<file path="src/pkg/pcp_pkg.sv">
// constants and types of the program counter and pointer block
// Function
// - 11-bit counter, 3-bit upper, 8-bit low byte
// - advance counter by one per instruction
// - jump or call loads bits 0 to 10
// - nine skip instructions advance by two when true
// - bit test skips on matching bit value
// - compare skip when accumulator equals operand
// - increment skip when result wraps to zero
// - decrement skip when one goes to zero
// - add into low byte carries into upper
// - subtract into low byte never borrows upper
// - move into low byte jumps, upper kept
// - first pair: location 080h, bank 081h
// - first indirect port addresses bank and location
// - second pair: bank 084h, location 083h
// - second indirect port addresses bank and location
// - second pair addresses program memory table reads
// - table read: high to buffer, low to accumulator
`default_nettype none
package pcp_pkg;
	localparam int PC_W   = 11;
	localparam int PCH_W  = 3;
	localparam int BYTE_W = 8;
	localparam int BIT_W  = 3;
	localparam int ROM_W  = 16;
	// register offsets
	localparam logic [7:0] FIRST_LOC_OFF  = 8'h80;
	localparam logic [7:0] FIRST_BANK_OFF = 8'h81;
	localparam logic [7:0] SECOND_LOC_OFF  = 8'h83;
	localparam logic [7:0] SECOND_BANK_OFF = 8'h84;
	localparam logic [7:0] PC_LOW_OFF  = 8'hce;
	localparam logic [7:0] PC_HIGH_OFF = 8'hcf;
	// reset values, step sizes and skip compare values
	localparam logic [PC_W-1:0] PC_RESET = 11'h000;
	localparam logic [PC_W-1:0] PC_STEP  = 11'h001;
	localparam logic [PC_W-1:0] PC_SKIP  = 11'h002;
	localparam logic [PCH_W-1:0] PCH_STEP = 3'h1;
	localparam logic [7:0] WRAP_FROM = 8'hff;
	localparam logic [7:0] DEC_FROM  = 8'h01;

	typedef enum logic [2:0] {
		OP_HOLD, OP_NEXT, OP_JUMP, OP_SKIP, OP_ADD_PCL, OP_SUB_PCL, OP_TABLE
	} pcp_op_t;

	typedef enum logic [3:0] {
		SK_CMP, SK_INC_ACC, SK_INC_MEM, SK_DEC_ACC, SK_DEC_MEM,
		SK_BIT_CLR, SK_BIT_SET, SK_B0_BIT_CLR, SK_B0_BIT_SET
	} pcp_skip_t;

	typedef struct packed {
		pcp_op_t           kind;
		pcp_skip_t         skip;
		logic [PC_W-1:0]   target;
		logic [BYTE_W-1:0] operand;
		logic [BYTE_W-1:0] acc;
		logic [BIT_W-1:0]  bit_sel;
		logic              carry_in;
	} pcp_cmd_t;

	typedef struct packed {
		logic [BYTE_W-1:0] bank;
		logic [BYTE_W-1:0] loc;
	} pcp_ptr_t;

	typedef struct packed {
		logic [BYTE_W-1:0] data;
		logic              to_acc;
		logic              to_mem;
	} pcp_res_t;

	typedef struct packed {
		logic [BYTE_W-1:0] high;
		logic [BYTE_W-1:0] low;
		logic              valid;
	} pcp_tbl_t;
endpackage : pcp_pkg
`default_nettype wire

</file>
<file path="src/logic/pcp_core.sv">
// program counter, skip logic, data pointers and table read
//
// Design decision made here: the strobed register port.
`default_nettype none
module pcp_core
(
	input  wire logic                       clk,
	input  wire logic                       rst,
	input  wire pcp_pkg::pcp_cmd_t          cmd,
	input  wire logic [7:0]                 reg_addr,
	input  wire logic [7:0]                 reg_wdata,
	input  wire logic                       reg_wr,
	input  wire logic                       reg_rd,
	input  wire logic [pcp_pkg::ROM_W-1:0]  rom_data,
	output logic [7:0]                      reg_rdata,
	output logic [pcp_pkg::PC_W-1:0]        pc,
	output logic                            skip_taken,
	output pcp_pkg::pcp_res_t               result,
	output pcp_pkg::pcp_ptr_t               first_indirect_port,
	output pcp_pkg::pcp_ptr_t               second_indirect_port,
	output logic [pcp_pkg::ROM_W-1:0]       rom_addr,
	output logic                            rom_rd,
	output pcp_pkg::pcp_tbl_t               table_out
);
	import pcp_pkg::*;

	// ============================================================
	// state
	logic [PC_W-1:0]    pc_reg;
	logic [PC_W-1:0]    pc_next;
	logic               skip_reg;
	pcp_res_t           res_reg;
	pcp_ptr_t           first_reg;
	pcp_ptr_t           second_reg;
	logic [ROM_W-1:0]   rom_addr_reg;
	logic               rom_rd_reg;
	pcp_tbl_t           tbl_reg;
	logic [7:0]         rdata_reg;

	logic               wr_pcl;
	logic               wr_pch;
	logic               skip_hit;
	logic [BYTE_W-1:0]  inc_val;
	logic [BYTE_W-1:0]  dec_val;
	logic [BYTE_W:0]    add_sum;
	logic [BYTE_W:0]    sub_diff;
	logic               is_skip;

	assign wr_pcl  = reg_wr && (reg_addr == PC_LOW_OFF);
	assign wr_pch  = reg_wr && (reg_addr == PC_HIGH_OFF);
	assign is_skip = (cmd.kind == OP_SKIP);
	assign inc_val = cmd.operand + 8'h01;
	assign dec_val = cmd.operand - 8'h01;
	assign add_sum = {1'b0, pc_reg[7:0]} + {1'b0, cmd.operand} + {8'h00, cmd.carry_in};
	assign sub_diff = {1'b0, pc_reg[7:0]} - {1'b0, cmd.operand} - {8'h00, ~cmd.carry_in};

	// ============================================================
	// skip conditions
	always_comb
	begin
		unique case (cmd.skip)
			SK_CMP:
				skip_hit = (cmd.acc == cmd.operand);
			SK_INC_ACC, SK_INC_MEM:
				skip_hit = (cmd.operand == WRAP_FROM);
			SK_DEC_ACC, SK_DEC_MEM:
				skip_hit = (cmd.operand == DEC_FROM);
			SK_BIT_SET, SK_B0_BIT_SET:
				skip_hit = cmd.operand[cmd.bit_sel];
			SK_BIT_CLR, SK_B0_BIT_CLR:
				skip_hit = ~cmd.operand[cmd.bit_sel];
			default:
				skip_hit = 1'b0;
		endcase
	end

	// ============================================================
	// program counter next value
	always_comb
	begin
		pc_next = pc_reg;
		if (wr_pcl)
		begin
			pc_next = {pc_reg[PC_W-1:8], reg_wdata};
		end
		else if (wr_pch)
		begin
			pc_next = {reg_wdata[PCH_W-1:0], pc_reg[7:0]};
		end
		else
		begin
			unique case (cmd.kind)
				OP_HOLD:
					pc_next = pc_reg;
				OP_NEXT, OP_TABLE:
					pc_next = pc_reg + PC_STEP;
				OP_JUMP:
					pc_next = cmd.target;
				OP_SKIP:
					pc_next = pc_reg + (skip_hit ? PC_SKIP : PC_STEP);
				OP_ADD_PCL:
					pc_next = {pc_reg[PC_W-1:8] + (add_sum[BYTE_W] ? PCH_STEP : 3'h0),
						add_sum[BYTE_W-1:0]};
				OP_SUB_PCL:
					pc_next = {pc_reg[PC_W-1:8], sub_diff[BYTE_W-1:0]};
				default:
					pc_next = pc_reg;
			endcase
		end
	end

	always_ff @(posedge clk or posedge rst)
	begin
		if (rst)
			pc_reg <= PC_RESET;
		else
			pc_reg <= pc_next;
	end

	// ============================================================
	// skip flag and inc/dec result
	always_ff @(posedge clk or posedge rst)
	begin
		if (rst)
			skip_reg <= 1'b0;
		else
			skip_reg <= is_skip && skip_hit && !reg_wr;
	end

	always_ff @(posedge clk or posedge rst)
	begin
		if (rst)
		begin
			res_reg <= '0;
		end
		else
		begin
			res_reg.to_acc <= is_skip && (cmd.skip == SK_INC_ACC || cmd.skip == SK_DEC_ACC);
			res_reg.to_mem <= is_skip && (cmd.skip == SK_INC_MEM || cmd.skip == SK_DEC_MEM);
			if (cmd.skip == SK_INC_ACC || cmd.skip == SK_INC_MEM)
				res_reg.data <= inc_val;
			else
				res_reg.data <= dec_val;
		end
	end

	// ============================================================
	// pointer pairs, no reset: contents undefined until written
	always_ff @(posedge clk)
	begin
		if (reg_wr)
		begin
			unique case (reg_addr)
				FIRST_LOC_OFF:   first_reg.loc   <= reg_wdata;
				FIRST_BANK_OFF:  first_reg.bank  <= reg_wdata;
				SECOND_LOC_OFF:  second_reg.loc  <= reg_wdata;
				SECOND_BANK_OFF: second_reg.bank <= reg_wdata;
				default:         ;
			endcase
		end
	end

	// ============================================================
	// table read: fetch at second pair, then split the word
	always_ff @(posedge clk or posedge rst)
	begin
		if (rst)
		begin
			rom_addr_reg <= '0;
			rom_rd_reg   <= 1'b0;
		end
		else
		begin
			rom_rd_reg <= (cmd.kind == OP_TABLE) && !reg_wr;
			if (cmd.kind == OP_TABLE && !reg_wr)
				rom_addr_reg <= second_reg;
		end
	end

	always_ff @(posedge clk or posedge rst)
	begin
		if (rst)
		begin
			tbl_reg <= '0;
		end
		else
		begin
			tbl_reg.valid <= rom_rd_reg;
			if (rom_rd_reg)
			begin
				tbl_reg.high <= rom_data[ROM_W-1:8];
				tbl_reg.low  <= rom_data[7:0];
			end
		end
	end

	// ============================================================
	// register read port, data in the cycle after the strobe
	always_ff @(posedge clk or posedge rst)
	begin
		if (rst)
		begin
			rdata_reg <= '0;
		end
		else if (reg_rd)
		begin
			unique case (reg_addr)
				FIRST_LOC_OFF:   rdata_reg <= first_reg.loc;
				FIRST_BANK_OFF:  rdata_reg <= first_reg.bank;
				SECOND_LOC_OFF:  rdata_reg <= second_reg.loc;
				SECOND_BANK_OFF: rdata_reg <= second_reg.bank;
				PC_LOW_OFF:      rdata_reg <= pc_reg[7:0];
				PC_HIGH_OFF:     rdata_reg <= {5'h00, pc_reg[PC_W-1:8]};
				default:         rdata_reg <= 8'h00;
			endcase
		end
		else
		begin
			rdata_reg <= 8'h00;
		end
	end

	// ============================================================
	// outputs
	assign reg_rdata            = rdata_reg;
	assign pc                   = pc_reg;
	assign skip_taken           = skip_reg;
	assign result               = res_reg;
	assign first_indirect_port  = first_reg;
	assign second_indirect_port = second_reg;
	assign rom_addr             = rom_addr_reg;
	assign rom_rd               = rom_rd_reg;
	assign table_out            = tbl_reg;

	// ============================================================
	// checks
	logic quiet;
	assign quiet = !reg_wr;
endmodule // pcp_core
`default_nettype wire

</file>
<file path="config.mk">
export PLATFORM = sky130hd
export DESIGN_NAME = pcp_core
export DESIGN_NICKNAME = d
export VERILOG_FILES = /design/src/pkg/pcp_pkg.sv /design/src/logic/pcp_core.sv
export SDC_FILE = /design/constraint.sdc
export NUM_CORES = 1
export LEC_CHECK = 0
export BUFFER_PORTS_ARGS = -buffer_cell sky130_fd_sc_hd__buf_2
export CORE_MARGIN = 1
export CORE_UTILIZATION = 50
export DETAILED_ROUTE_END_ITERATION = 7
export PLACE_DENSITY = 0.85
export SLEW_MARGIN = 5
export SYNTH_ARGS = -nofsm -noshare
export SYNTH_HDL_FRONTEND = slang
export SYNTH_SLANG_ARGS = --single-unit
</file>
<file path="constraint.sdc">
create_clock -name clk -period 9.1 [get_ports clk]
set_clock_uncertainty 0.2 [all_clocks]
set_input_delay 0.455 -clock clk [delete_from_list [all_inputs] [get_ports clk]]
set_output_delay 0.455 -clock clk [all_outputs]
set_load 0.05 [all_outputs]
</file>
# Word level (Yosys, flattened, before mapping)
# Cells that the tools add are included.
dict set report classes {
  addsub 9
  order_cmp 1
  eq_ne 25
  muxes 11
  n_bitwise 3
  reduce_logical 25
}
# op n
set op_table {}
lappend op_table {{$eq A8 B8 Y1 const B} 7}
lappend op_table {{$pmux W11 S5} 1}
lappend op_table {{$pmux W8 S6} 1}
lappend op_table {{$mux W8} 3}
lappend op_table {{$eq A4 B3 Y1 const B} 4}
lappend op_table {{$add A11 B1 Y11 const B} 1}
lappend op_table {{$add A11 B2 Y11} 1}
lappend op_table {{$mux W11} 1}
lappend op_table {{$reduce_and A2 Y1} 5}
lappend op_table {{$reduce_or A2 Y1} 5}
lappend op_table {{$add A8 B8 Y9} 1}
lappend op_table {{$add A9 B1 Y9} 1}
lappend op_table {{$eq A3 B3 Y1 const B} 3}
lappend op_table {{$add A8 B1 Y8 const B} 1}
lappend op_table {{$eq A4 B2 Y1 const B} 2}
lappend op_table {{$eq A8 B1 Y1 const B} 1}
lappend op_table {{$eq A8 B8 Y1} 1}
lappend op_table {{$sub A8 B1 Y8} 1}
lappend op_table {{$sub A8 B1 Y8 const B} 1}
lappend op_table {{$sub A8 B8 Y8} 1}
lappend op_table {{$logic_and A1 B1 Y1} 7}
lappend op_table {{$eq A3 B2 Y1 const B} 2}
lappend op_table {{$reduce_bool A6 Y1} 1}
lappend op_table {{$pmux W1 S5} 1}
lappend op_table {{other kinds (15)} 21}
dict set report word_totals {
  regBits 96
  in_bits 74
}

# Depth between registers and ports, before layout
# Gate-level depths: netlist of run 1.
dict set report logic_depth {
  word_depth 9
  mapped_depth 16
  ltp_nobuf 16
}

# Worst setup path before layout of run 1
# OpenSTA, ideal clock, no wires.
dict set report synth_timing {
  path_type {in2reg}
  startpoint {input port cmd[16] (netlist name)}
  endpoint {register pc_reg[10], in the netlist pc[10]}
  setup_ns 0.083
  t_arrival_ns 3.386
  t_required_ns 8.817
  setup_slack_ns 5.431
  path_stages 15
  n_path_buf 1
  path_cell_list {clkbuf_1 > mux4_2 > mux2i_1 > o21bai_1 > a22oi_2 > o21ai_0 > ha_1 > inv_1 > fa_1 > nand3b_1 > or4_1 > xor2_1 > nor2_1 > o22ai_1 > o21ai_0}
}
dict set report synth_via {
  elab_chain_len 8
  word_cells_on_any_way 15
  classes_between {add/sub: 4; eq/ne: 3; mux: 7; bitwise: 1}
}
# element line_no
set synth_rtl {}
lappend synth_rtl {{from (decl)} pcp_core.sv:9} ;# input wire pcp_pkg::pcp_cmd_t cmd,
lappend synth_rtl {{branches (longest 6 deep; another with $add A8 B8 Y9)} -}
lappend synth_rtl {{$pmux W11 S5 (*)} pcp_core.sv:92} ;# unique case (cmd.kind)
lappend synth_rtl {{$mux W11 (*)} pcp_core.sv:86} ;# else if (wr_pch)
lappend synth_rtl {{to (signal assigned)} pcp_core.sv:117} ;# pc_reg <= pc_next;
lappend synth_rtl {{to (decl)} pcp_core.sv:29} ;# logic [PC_W-1:0] pc_reg;
# Mark *: on every way between the ends. The select of a mux whose other input is x is not followed.
# A chain may end at the register's enable or synchronous reset.

# Worst setup path after layout of run 1
dict set report layout_timing {
  startpoint {input port cmd[31] (netlist name)}
  endpoint {register pc_reg[10], in the netlist pc[10]}
}
dict set report layout_via {
  elab_chain_len 7
  word_cells_on_any_way 18
  classes_between {add/sub: 1; eq/ne: 8; mux: 4; reduce/logical: 5}
}
# element line_no
set layout_rtl {}
lappend layout_rtl {{$eq A4 B3 Y1, or another cell as far along} pcp_core.sv:61} ;# unique case (cmd.skip)
lappend layout_rtl {{$reduce_or A2 Y1} pcp_core.sv:61}
lappend layout_rtl {{$pmux W1 S5 (*)} pcp_core.sv:61}
lappend layout_rtl {{$mux W2 (*)} pcp_core.sv:100} ;# pc_next = pc_reg + (skip_hit ? PC_SKIP : PC_STEP);
lappend layout_rtl {{$add A11 B2 Y11 (*)} pcp_core.sv:100}
lappend layout_rtl {{$pmux W11 S5 (*)} pcp_core.sv:92}
lappend layout_rtl {{$mux W11 (*)} pcp_core.sv:86}
# Every way passes the cells marked *; elsewhere a longest branch is shown, timed or not. The select of a mux whose other input is x is not followed.

==> metrics.md, run 1 <==
| Metric | Value |
|---|---|
| WL final | approximately 16000 um |
| Fillers | 872 |
| Largest net degree at the start of global routing | 65 |
| Asr flop ratio synth | 0.667 |
| R2R setup slack | 5.57 ns |
| Adder-cell share of the synthesized area | 0.0748 |
| CP Launch Type | primary input |
| Tcrit/Tclk final | 0.407 |
| Global-route wire length before repair | 24500 um |
| Ys flop type | dfrtp_1 |
| Distinct cells, synth | 76 |
| Seq/Total Area, Yosys | 0.451 |
| Leakage | 3.08 nW |
| Post-CTS setup buffers | 0 |
| Tmin final | between 3 and 4 ns |
| Core area | 0.0109 mm^2 |
| DRT iter0 DRCs | 352 |
| Ys Warns | 0 |
| Setup_tns | 0 ns |
| Mapped Nets | 631 |
| CTS-repair resized insts | 0 |
| CP bufs+invs | 1 |
| Family with the most delay on the worst path | compound AO/OA/AOI/OAI gates |
| DIE AREA | between 0.01 and 0.015 mm^2 |
| GRT met3 Usage | 0.0610 |
| Avg Cell Area, Syn | around 11 um^2 |
| Largest family of logic cells by synthesized area | compound AO/OA/AOI/OAI gates |
| Tot GR Track Use | 0.273 |
| Critical path depth in cells | 13 |
| Slew Viols, Final | 0 |
| GRT overflow | 0 |
| Hold Crit Class | primary input to register |
| Slowest CP cell | or4_1 |
| Skew-Pair Late Insertion Delay | about 0.34 ns |
| Worst R2R Start | pc[2]$_DFFE_PP0P_ |
| TritonCTS buffer count | 9 |
| N_diodes | 0 |
| Synth Register Bits | 96 |
| Hold Path Depth | 2 |
| Hpwl dp | 12300 um |
| Clock tree buffer depth | 2 |
| Clock net sink count | 96 |
| Worst ir drop on vdd | ~150 uV |
| Min-delay src | rom_data[12] |
| Mapped Cells | about 530 |
| Post-synthesis compound-gate area fraction | 0.153 |
| Root buf cell | clkbuf_16 |
| Max cap viols | 0 |
| Layout cell share with drive strength beyond 1 | 0.345 |
| Synth area leaders | dfrtp_1, edfxtp_1, mux2_2 |
| Status | finished clean |
| Num ports | 170 |
| Vias in the first global route | slightly below 5000 |
| Crit path max fanout | 9 |
| Starting Density | 0.520 |
| Slew HR | 0.198 |
| Number of flops mapped to enable cells by yosys | 32 |
| Crit-path cells | buf_2 -> xor2_1 -> a222oi_1 -> o2111ai_1 -> a2111oi_4 -> o21ai_2 -> fa_1 -> nand3b_1 -> or4_1 -> xor2_1 -> nor2_1 -> o22ai_1 -> o21ai_0 |
| Routed Antenna Nets | 0 |
| H-tree depth | 3 |
| # port buffers | approximately 170 |
| Max reg flops | 17 |
| Critical Path RT | slightly above 9 ns |
| Area Growth Syn to Fin | 21.9% |
| Final hold vios | 0 |
| Top-count cell post-synth | dfrtp_1 |
| Hold buffer count at cts | 0 |
| Synth Area in Simple Gates | 0.151 |
| Largest area contributor in the netlist | dfrtp_1 |
| CTS tree | yes |
| TritonRoute pass-1 iters | 5 |
| Die H | 109 um |
| RSZ-0062 raised after global routing | false |
| Met2 Track Usage GR | 0.471 |
| Antenna violations before repair | 0 |
| CP Capture Type | register |
| Post-Synth XOR/XNOR Area | 0.0445 |
| Multiplexer area fraction after synthesis | 0.0874 |
| Most frequent CP cell | xor2_1 |
| Synthesized area | approximately 0.0057 mm^2 |
| Clock transition at path regs | ~0.070 ns |
| Std cell rows | 38 |
| Worst hold margin | ~0.15 ns |
| Worst Reg-to-Reg Cells | 15 |
| Global route hottest layer | met2 |
| Slew of the pin with the lowest slew margin | 1.19 ns |
| DR WL/cell | 19.1 um |
| Critical Path Max Stage Delay | just over 0.5 ns |
| Synth cell count leaders | dfrtp_1, inv_1, mux2_2, nand2_1, edfxtp_1 |
| Top cell type's share of synthesized area | 0.282 |
| # DRC | 0 |
| Die X | ~110 um |
| Power per Cell Area | approximately 250 mW/mm^2 |
| CP startpoint | cmd[31] |
| Via count | 4949 |
| Drt via density | between 5 and 6 |
| Routability cong. | 0.904 |
| Final setup fails | 0 |
| Achievable Freq | between 200 and 300 MHz |
| CP arrival | between 3 and 4 ns |
| Met1 Usage GRT | 0.333 |
| WS Path Type | primary input to register |
| Final net count | between 700 and 800 |
worst paths after layout:
check	endpoint
worst max-delay path	pc[10]$_DFFE_PP0P_
worst min-delay path	table_out[13]$_DFFE_PP0P_
worst max register to register	pc[10]$_DFFE_PP0P_
worst min register to register	rom_addr[9]$_DFFE_PP0P_
max in group asynchronous	rom_addr[11]$_DFFE_PP0P_
min in group asynchronous	result[0]$_DFF_PP0_
report_power, final:
group | internal [W] | switching, W
clock | 0.000216 | 0.000163
combinational | 0.000262 | 0.000511
sequential | 0.000498 | 0.0000682
worst register-to-register path: cells and delay by family, from the launching register on:
kind                       cells  cell delay [ns]
DFF                            1             0.54
buffers and inverters          1             0.18
AOI/OAI and AO/OA              8             1.28
and+or+nand+nor                2             0.21
adders and majority gates      3             0.83
xor gates and xnor gates       1             0.14
kinds of logic after synthesis:
| logic type | count (synthesis) |
|---|---|
| compound gates | 123 |
| xor+xnor | 28 |
| fa+ha+maj | 31 |
| buf+inv | 53 |
| flops | 96 |
| mux | 43 |
| simple gates | 152 |
cell usage in the layout (no fill, tap or decap), types with 5 or more instances in the layout:
master | netlist | routed
mux2i_1 | 8 | 8
nor2_1 | 27 | 27
nor4_1 | 6 | 6
a21oi_1 | 9 | 9
mux2_2 | 33 | 33
xnor2_1 | 15 | 15
xor2_1 | 12 | 12
nand3_1 | 9 | 9
a22oi_1 | 25 | 25
o22ai_1 | 5 | 5
edfxtp_1 | 32 | 32
dfrtp_1 | 64 | 64
nand2_1 | 33 | 33
inv_1 | 36 | 35
nand4_1 | 6 | 6
and2_1 | 5 | 5
nor2_2 | 5 | 5
a31oi_1 | 7 | 7
nand2b_1 | 8 | 8
ha_1 | 26 | 26
fa_1 | 5 | 5
o21ai_0 | 31 | 31
clkbuf_16 | 0 | 9
buf_2 | 4 | 169
nor3_1 | 16 | 16
cell type report:
type                       instances  area (um^2)  area share
multi-input combinational        377         2900       0.418
sequential                        96         2560       0.370
timing repair buffer             171          861       0.124
clock buffer                      11          233      0.0336
tap                              140          175      0.0253
inverter                          36          135      0.0195
clock inverter                     5         63.8     0.00921
metrics by stage:
stage	utilization	cell area (um^2)	setup slack [ns]	total power (W)	cells
after CTS	0.634	6930	5.47	0.00172	836
after global placement	0.607	6630	5.24	0.00131	820
after global routing	0.634	6930	5.20	0.00181	836
after floorplan	-	5690	5.43	0.00113	526
after detailed placement	0.607	6630	5.12	0.00133	820
final	0.634	6930	5.40	0.00172	836
routing by layer:
metal / wire length [um] / share of wire
met1: 6490 / 0.41
met2: 7710 / 0.48
met3: 1350 / 0.084
met4: 393 / 0.025
met5: 0 / 0
Power figures use the tool's default switching activity.
==> run 2: changes to the inputs <==
--- a/config.mk
+++ b/config.mk
@@ -5,11 +5,12 @@
 export SDC_FILE = /design/constraint.sdc
 export NUM_CORES = 1
 export LEC_CHECK = 0
+export ABC_AREA = 1
 export BUFFER_PORTS_ARGS = -buffer_cell sky130_fd_sc_hd__buf_2
 export CORE_MARGIN = 1
-export CORE_UTILIZATION = 50
+export CORE_UTILIZATION = 47
 export DETAILED_ROUTE_END_ITERATION = 7
-export PLACE_DENSITY = 0.85
+export PLACE_DENSITY = 0.84
 export SLEW_MARGIN = 5
 export SYNTH_ARGS = -nofsm -noshare
 export SYNTH_HDL_FRONTEND = slang
==> constraint.sdc (replaced) <==
create_clock -name clk -period 3.3 [get_ports clk]
set_clock_uncertainty 0.2 [all_clocks]
set_input_delay 0.165 -clock clk [delete_from_list [all_inputs] [get_ports clk]]
set_output_delay 0.165 -clock clk [all_outputs]
set_load 0.05 [all_outputs]
==> metrics.md, run 2 <==
| Metric | Value |
|---|---|
| Status | finished clean (unchanged) |
| Core area | 0.0120 mm^2 (was 0.0109 mm^2) |
| Vias in the first global route | 5119 (was 4926) |
| Num ports | 170 (unchanged) |
| Layout cell share with drive strength beyond 1 | 0.266 (was 0.345) |
| Synth cell count leaders | nand2_1, inv_1, dfrtp_1 (was dfrtp_1, inv_1, mux2_2, nand2_1, edfxtp_1) |
| Seq/Total Area, Yosys | 0.444 (was 0.451) |
| Hold Path Depth | 3 (was 2) |
| Achievable Freq | approximately 330 MHz |
| Met2 Track Usage GR | 0.444 (was 0.471) |
| Asr flop ratio synth | 0.667 (unchanged) |
| Largest area contributor in the netlist | dfrtp_1 (unchanged) |
| Total Power | 0.00407 W (was 0.00172 W) |
| # port buffers | 169 (unchanged) |
| Power per Cell Area | 541 mW/mm^2 (was 248 mW/mm^2) |
| Max reg flops | 17 (unchanged) |
| Worst Reg-to-Reg Cells | 17 (was 15) |
| Most frequent cells in the layout | buf_2, nand2_1, inv_1 (was buf_2, dfrtp_1, inv_1) |
| # DRC | 0 (unchanged) |
| Worst slack at placement | 0.137 ns (was 5.12 ns) |
| WL final | 16100 um (was 15900 um) |
| Global route hottest layer | met2 (unchanged) |
| Largest net degree at the start of global routing | 39 (was 65) |
| WS Path Type | primary input to register (unchanged) |
| Root buf cell | clkbuf_16 (unchanged) |
| Std cell rows | 40 (was 38) |
| Synth Register Bits | 96 (unchanged) |
| Critical path depth in cells | 26 (was 13) |
| Max cap viols | 0 (unchanged) |
| H-tree depth | 3 (unchanged) |
| Slew HR | 0.440 (was 0.198) |
| Mapped Nets | 794 (was 631) |
| Number of flops mapped to enable cells by yosys | 32 (unchanged) |
| Clock transition at path regs | 0.06 ns (was 0.07 ns) |
| Clock net sink count | 96 (unchanged) |
| Final setup margin | 0.251 ns (was 5.40 ns) |
| GRT overflow | 0 (unchanged) |
| Ys Warns | 0 (unchanged) |
| Distinct cells, synth | 45 (was 76) |
| DP Cell Count | 1002 (was 820) |
| Synthesized area | 0.00577 mm^2 (was 0.00569 mm^2) |
| Worst ir drop on vdd | 289 uV (was 155 uV) |
| Synth area leaders | dfrtp_1, edfxtp_1, nand2_1 (was dfrtp_1, edfxtp_1, mux2_2) |
| CP arrival | 3.09 ns (was 3.75 ns) |
| Final hold vios | 0 (unchanged) |
| Die X | 113 um (was 109 um) |
| Met1 Usage GRT | 0.325 (was 0.333) |
| DR WL/cell | 15.2 um (was 19.1 um) |
| Hold Crit Class | primary input to register (unchanged) |
| Critical Path Max Stage Delay | 0.55 ns (was 0.51 ns) |
| CP bufs+invs | 4 (was 1) |
| Starting Density | 0.482 (was 0.520) |
| Slew Viols, Final | 0 (unchanged) |
| Avg Cell Area, Syn | 8.37 um^2 (was 10.8 um^2) |
| Slowest CP cell | dlygate4sd3_1 (was or4_1) |
| CP Launch Type | primary input (unchanged) |
| Fillers | 995 (was 872) |
| Die H | 113 um (was 109 um) |
| Clock tree buffer depth | 2 (unchanged) |
| GRT met3 Usage | 0.0359 (was 0.0610) |
| CTS tree | yes (unchanged) |
| Hpwl dp | 12000 um (was 12300 um) |
| Commonest non-fill, non-tap cell in the layout | buf_2 (unchanged) |
| N_diodes | 0 (unchanged) |
| Area Growth Syn to Fin | 30.4% (was 21.9%) |
| Tcrit/Tclk final | 0.924 |
| DIE AREA | 0.0127 mm^2 (was 0.0118 mm^2) |
| Top cell type's share of synthesized area | 0.278 (was 0.282) |
| CP Capture Type | register (unchanged) |
| Mapped Cells | 689 (was 526) |
| Final setup fails | 0 (unchanged) |
| Ys flop type | dfrtp_1 (unchanged) |
| Final net count | 1010 (was 796) |
| TritonCTS buffer count | 9 (unchanged) |
| Routed Antenna Nets | 0 (unchanged) |
| Leakage | 3.86 nW (was 3.08 nW) |
| Critical Path RT | 3.34 ns (was 9.15 ns) |
| Skew-Pair Late Insertion Delay | 0.34 ns (about the same) |
| Drt via density | 5.27 (was 5.92) |
| Routability cong. | 0.917 (was 0.904) |
| Top-count cell post-synth | nand2_1 (was dfrtp_1) |
| Family with the most delay on the worst path | simple AND/OR/NAND/NOR gates (was compound AO/OA/AOI/OAI gates) |
| DRT iter0 DRCs | 519 (was 352) |
| Non-filler cells, final | 1057 (was 836) |
| Slew of the pin with the lowest slew margin | 0.834 ns (was 1.19 ns) |
| Antenna violations before repair | 0 (unchanged) |
| Most frequent CP cell | nand2_1 (was xor2_1) |
| Tot GR Track Use | 0.258 (was 0.273) |
| Via count | 5573 (was 4949) |
| TritonRoute pass-1 iters | 6 (was 5) |
| Crit path max fanout | 3 (was 9) |
| Global-route wire length before repair | 25200 um (was 24500 um) |
| Tmin final | approximately 3.0 ns |
## run 2: path summary, 6_finish.rpt
kind                                     startpoint                   endpoint  slack [ns]
setup / recovery                            cmd[16]         pc[10]$_DFFE_PP0P_        0.25
hold / removal                              cmd[36]           rom_rd$_DFF_PP0_       0.007
setup reg to reg                  pc[0]$_DFFE_PP0P_          pc[9]$_DFFE_PP0P_        0.33
hold reg to reg            rom_addr[15]$_DFFE_PP0P_   rom_addr[15]$_DFFE_PP0P_        0.27
max in group asynchronous                       rst    rom_addr[6]$_DFFE_PP0P_        1.75
min in group asynchronous                       rst  table_out[14]$_DFFE_PP0P_        0.26
## run 2: routing by layer
metal,share of wire,vias to the layer above
li1,-,2692
met1,0.40,2569
met2,0.49,279
met3,0.082,33
met4,0.028,0
met5,0,-
## run 2: cells by family after synthesis
| kind of cell | synth area share |
|---|---|
| adders and majority gates | 0.0738 |
| and+or+nand+nor | 0.249 |
| xor gates and xnor gates | 0.0197 |
| AOI/OAI and AO/OA | 0.100 |
| buffers and inverters | 0.0820 |
| muxes | 0.0312 |
| DFF | 0.444 |
## run 2: through the flow
step	utilization	cell area, um^2	hold slack (ns)	setup TNS, ns
floorplan	-	5770	0.0244	0
global placement	0.568	6800	0.0677	0
detailed placement	0.568	6800	0.0566	0
CTS	0.626	7480	0.00119	0
global route	0.628	7520	0.00572	-0.00725
finish	0.628	7520	0.00682	0
## run 2: layout make-up
type | instances | area [um^2] | share of cell area
Multi-Input combinational cell | 473 | 2760 | 0.367
Sequential cell | 96 | 2560 | 0.341
Timing Repair Buffer | 217 | 1310 | 0.174
Tap cell | 147 | 184 | 0.0245
Clock inverter | 7 | 70.1 | 0.00932
Inverter | 108 | 407 | 0.0541
Clock buffer | 9 | 225 | 0.0300
## run 2: worst register-to-register path: cells and delay by family, from the launching register on
kind / cells / cell delay (ns)
simple gates: 7 / 0.55
fa+ha+maj: 4 / 1.09
compound gates: 5 / 0.57
flops: 1 / 0.38
buf+inv: 1 / 0.09
## run 2: where the power goes
group | leakage (nW) | internal [W] | switching [W]
Clock | 0.138 | 0.000587 | 0.000437
Sequential | 1.09 | 0.00135 | 0.000108
Combinational | 2.63 | 0.000483 | 0.00110
## run 2: what timing repair did
action	in CTS	in global routing
setup buffers	0	0
endpoints found under the setup margin	0	5
gates resized for setup	0	13
hold endpoints to repair	95	0
hold buffers	39	0
==> run 3: changes to the inputs <==
--- a/config.mk
+++ b/config.mk
@@ -11,6 +11,7 @@
 export CORE_UTILIZATION = 47
 export DETAILED_ROUTE_END_ITERATION = 7
 export PLACE_DENSITY = 0.84
+export REMOVE_ABC_BUFFERS = 1
 export SLEW_MARGIN = 5
 export SYNTH_ARGS = -nofsm -noshare
 export SYNTH_HDL_FRONTEND = slang
==> metrics.md, run 3 (same netlist as run 2, synthesis figures left out) <==
| Metric | Value |
|---|---|
| Most frequent cells in the layout | buf_2, nand2_1, inv_1 (unchanged) |
| WS Path Type | register to register (was primary input to register) |
| Power Internal | 0.00242 W (about the same) |
| Critical Path RT | 3.32 ns (was 3.34 ns) |
| Leakage | 3.89 nW (was 3.86 nW) |
| Starting Density | 0.482 (unchanged) |
| CP Launch Type | register (was primary input) |
| Final setup fails | 0 (unchanged) |
| Slowest CP cell | fa_1 (was dlygate4sd3_1) |
| Hold Crit Class | primary input to register (unchanged) |
| Via count | 5611 (was 5573) |
| DIE AREA | 0.0127 mm^2 (unchanged) |
| Clock tree buffer depth | 2 (unchanged) |
| Die H | 113 um (unchanged) |
| Slew of the pin with the lowest slew margin | 0.967 ns (was 0.834 ns) |
| Most frequent CP cell | nand2_1 (unchanged) |
| Slew Viols, Final | 0 (unchanged) |
| Worst R2R Start | pc[0]$_DFFE_PP0P_ (unchanged) |
| Global-route wire length before repair | 25600 um (was 25200 um) |
| TritonRoute pass-1 iters | 5 (was 6) |
| CP Capture Type | register (unchanged) |
| Worst Reg-to-Reg Cells | 17 (unchanged) |
| Commonest non-fill, non-tap cell in the layout | buf_2 (unchanged) |
| R2R setup slack | 0.26 ns (was 0.33 ns) |
| DR WL/cell | 15.1 um (was 15.2 um) |
| CTS tree | yes (unchanged) |
| # port buffers | 169 (unchanged) |
| Crit path max fanout | 4 (was 3) |
| Worst ir drop on vdd | 275 uV (was 289 uV) |
| TritonCTS buffer count | 9 (unchanged) |
| Max reg flops | 17 (unchanged) |
| DP Area | 0.00682 mm^2 (was 0.00680 mm^2) |
| Core area | 0.0120 mm^2 (unchanged) |
| Crit-path cells | inv_2 -> fa_2 -> fa_1 -> nor2_2 -> o21ai_0 -> nand2_1 -> nand2_1 -> nand3_1 -> a21oi_1 -> o21bai_1 -> ha_1 -> ha_1 -> a22o_1 -> nor2_1 -> o21ai_0 -> nand2_1 -> nand2_1 |
| Routability cong. | 0.944 (was 0.917) |
| Tot GR Track Use | 0.259 (was 0.258) |
| Root buf cell | clkbuf_16 (unchanged) |
| Slew HR | 0.350 (was 0.440) |
| Worst setup path endpoint | pc[9]$_DFFE_PP0P_ (was pc[10]$_DFFE_PP0P_) |
| Area Growth Syn to Fin | 31.0% (was 30.4%) |
| Critical R2R Capture | pc[9]$_DFFE_PP0P_ (unchanged) |
| Clock net sink count | 96 (unchanged) |
| Power per Cell Area | 537 mW/mm^2 (was 541 mW/mm^2) |
| Vias in the first global route | 5182 (was 5119) |
| Antenna violations before repair | 0 (unchanged) |
| Drt via density | 5.28 (was 5.27) |
| Largest net degree at the start of global routing | 36 (was 39) |
| Reg power frac | 0.359 (was 0.360) |
| Clock transition at path regs | 0.07 ns (was 0.06 ns) |
| Num ports | 170 (unchanged) |
| DRT iter0 DRCs | 618 (was 519) |
| Critical Path Max Stage Delay | 0.41 ns (was 0.55 ns) |
| Finished Cell Area | 0.00755 mm^2 (was 0.00752 mm^2) |
| Layout cell share with drive strength beyond 1 | 0.272 (was 0.266) |
| RSZ-0062 raised after global routing | true |
| Tcrit/Tclk final | 0.920 (was 0.924) |
| Total Power | 0.00406 W (was 0.00407 W) |
| H-tree depth | 3 (unchanged) |
| Status | finished clean (unchanged) |
| Achievable Freq | 329 MHz (was 328 MHz) |
| Routed Antenna Nets | 0 (unchanged) |
| Switching Fraction | 0.402 (was 0.404) |
| Skew-Pair Late Insertion Delay | 0.33 ns (was 0.34 ns) |
| CP startpoint | pc[0]$_DFFE_PP0P_ (was cmd[16]) |
| Std cell rows | 40 (unchanged) |
| Clock network power share | 0.247 (was 0.252) |
| Tmin final | 3.04 ns (was 3.05 ns) |
| Min-delay src | reg_rd (was cmd[36]) |
| WL final | 16100 um (about the same) |
| GRT overflow | 0 (unchanged) |
| # DRC | 0 (unchanged) |
| Final hold vios | 0 (unchanged) |
| Gate power share | 0.394 (was 0.388) |
| Die X | 113 um (unchanged) |
| CP arrival | 3.06 ns (was 3.09 ns) |
| N_diodes | 0 (unchanged) |
| Final net count | 1015 (was 1010) |
| Max cap viols | 0 (unchanged) |
| Hpwl dp | 12000 um (about the same) |
| NetSw | 0.00163 W (was 0.00164 W) |
[run 3: cell count changes in the layout (fill, tap and decap cells not counted), sizes merged]
cell	change
buf	+7
clkbuf	+2
clkinv	+2
clkinvlp	-2
inv	-2
bufinv	-1
dlygate4sd3	-1
[run 3: power by group through the flow]
| stage | sequential (W) | combinational [W] | clock [W] |
|---|---|---|---|
| floorplan | 0.00192 | 0.000655 | 0 |
| global placement | 0.00147 | 0.00149 | 0 |
| detailed placement | 0.00147 | 0.00152 | 0 |
| CTS | 0.00145 | 0.00156 | 0.00100 |
| global route | 0.00147 | 0.00175 | 0.00106 |
| finish | 0.00146 | 0.00160 | 0.00100 |
[run 3: worst min-delay path by stage]
stage / to / slack (ns) / cells past startpoint
CTS: reg_rdata[2]$_DFF_PP0_ / 0.004 / 3
global route: result[8]$_DFF_PP0_ / 0.02 / 2
detailed placement: result[1]$_DFF_PP0_ / 0.14 / 2
finish: reg_rdata[2]$_DFF_PP0_ / 0.01 / 3
global placement: result[1]$_DFF_PP0_ / 0.14 / 2
floorplan: result[2]$_DFF_PP0_ / 0.02 / 1
[run 3: cell type report]
| class | count | area [um^2] |
|---|---|---|
| clock buffers | 12 | 268 |
| clock inverters | 4 | 26.3 |
| fillers | 997 | 4410 |
| inverters | 108 | 407 |
| multi-input cells | 473 | 2760 |
| flip-flops and latches | 96 | 2560 |
| well taps | 147 | 184 |
| repair buffers | 222 | 1350 |
[run 3: worst max-delay path: cells and delay by family, from the launching register on]
| kind | cells | cell delay [ns] |
|---|---|---|
| compound gates | 5 | 0.57 |
| fa+ha+maj | 4 | 1.15 |
| buf+inv | 1 | 0.08 |
| flops | 1 | 0.37 |
| simple gates | 7 | 0.55 |
[run 3: what timing repair did]
item / CTS / global route
setup endpoints to repair: 0 / 4
buffers inserted: 0 / 3
gates resized for setup: 0 / 13
endpoints found under the hold margin: 103 / 0
hold buffers: 38 / 0
[run 3: metal layers]
metal / track usage / part of all wire / vias to the layer above / routed length [um]
met3: 0.0412 / 0.077 / 22 / 1240
met4: 0.0898 / 0.016 / 0 / 259
met2: 0.440 / 0.48 / 272 / 7740
li1: - / - / 2707 / -
met1: 0.336 / 0.42 / 2610 / 6830
met5: 0 / 0 / - / 0
[run 3: stage by stage]
| step | std cells | hold WS, ns | utilization | setup TNS (ns) | setup slack (ns) |
|---|---|---|---|---|---|
| 3_5_place_dp | 1005 | 0.138 | 0.570 | 0 | 0.119 |
| 6_report | 1062 | 0.0142 | 0.632 | 0 | 0.264 |
| 4_1_cts | 1059 | 0.00423 | 0.627 | 0 | 0.0407 |
| 2_1_floorplan | 677 | 0.0244 | - | 0 | 0.00654 |
| 5_1_grt | 1062 | 0.0210 | 0.632 | -0.0345 | -0.0345 |
| 3_3_place_gp | 1005 | 0.135 | 0.570 | 0 | 0.210 |
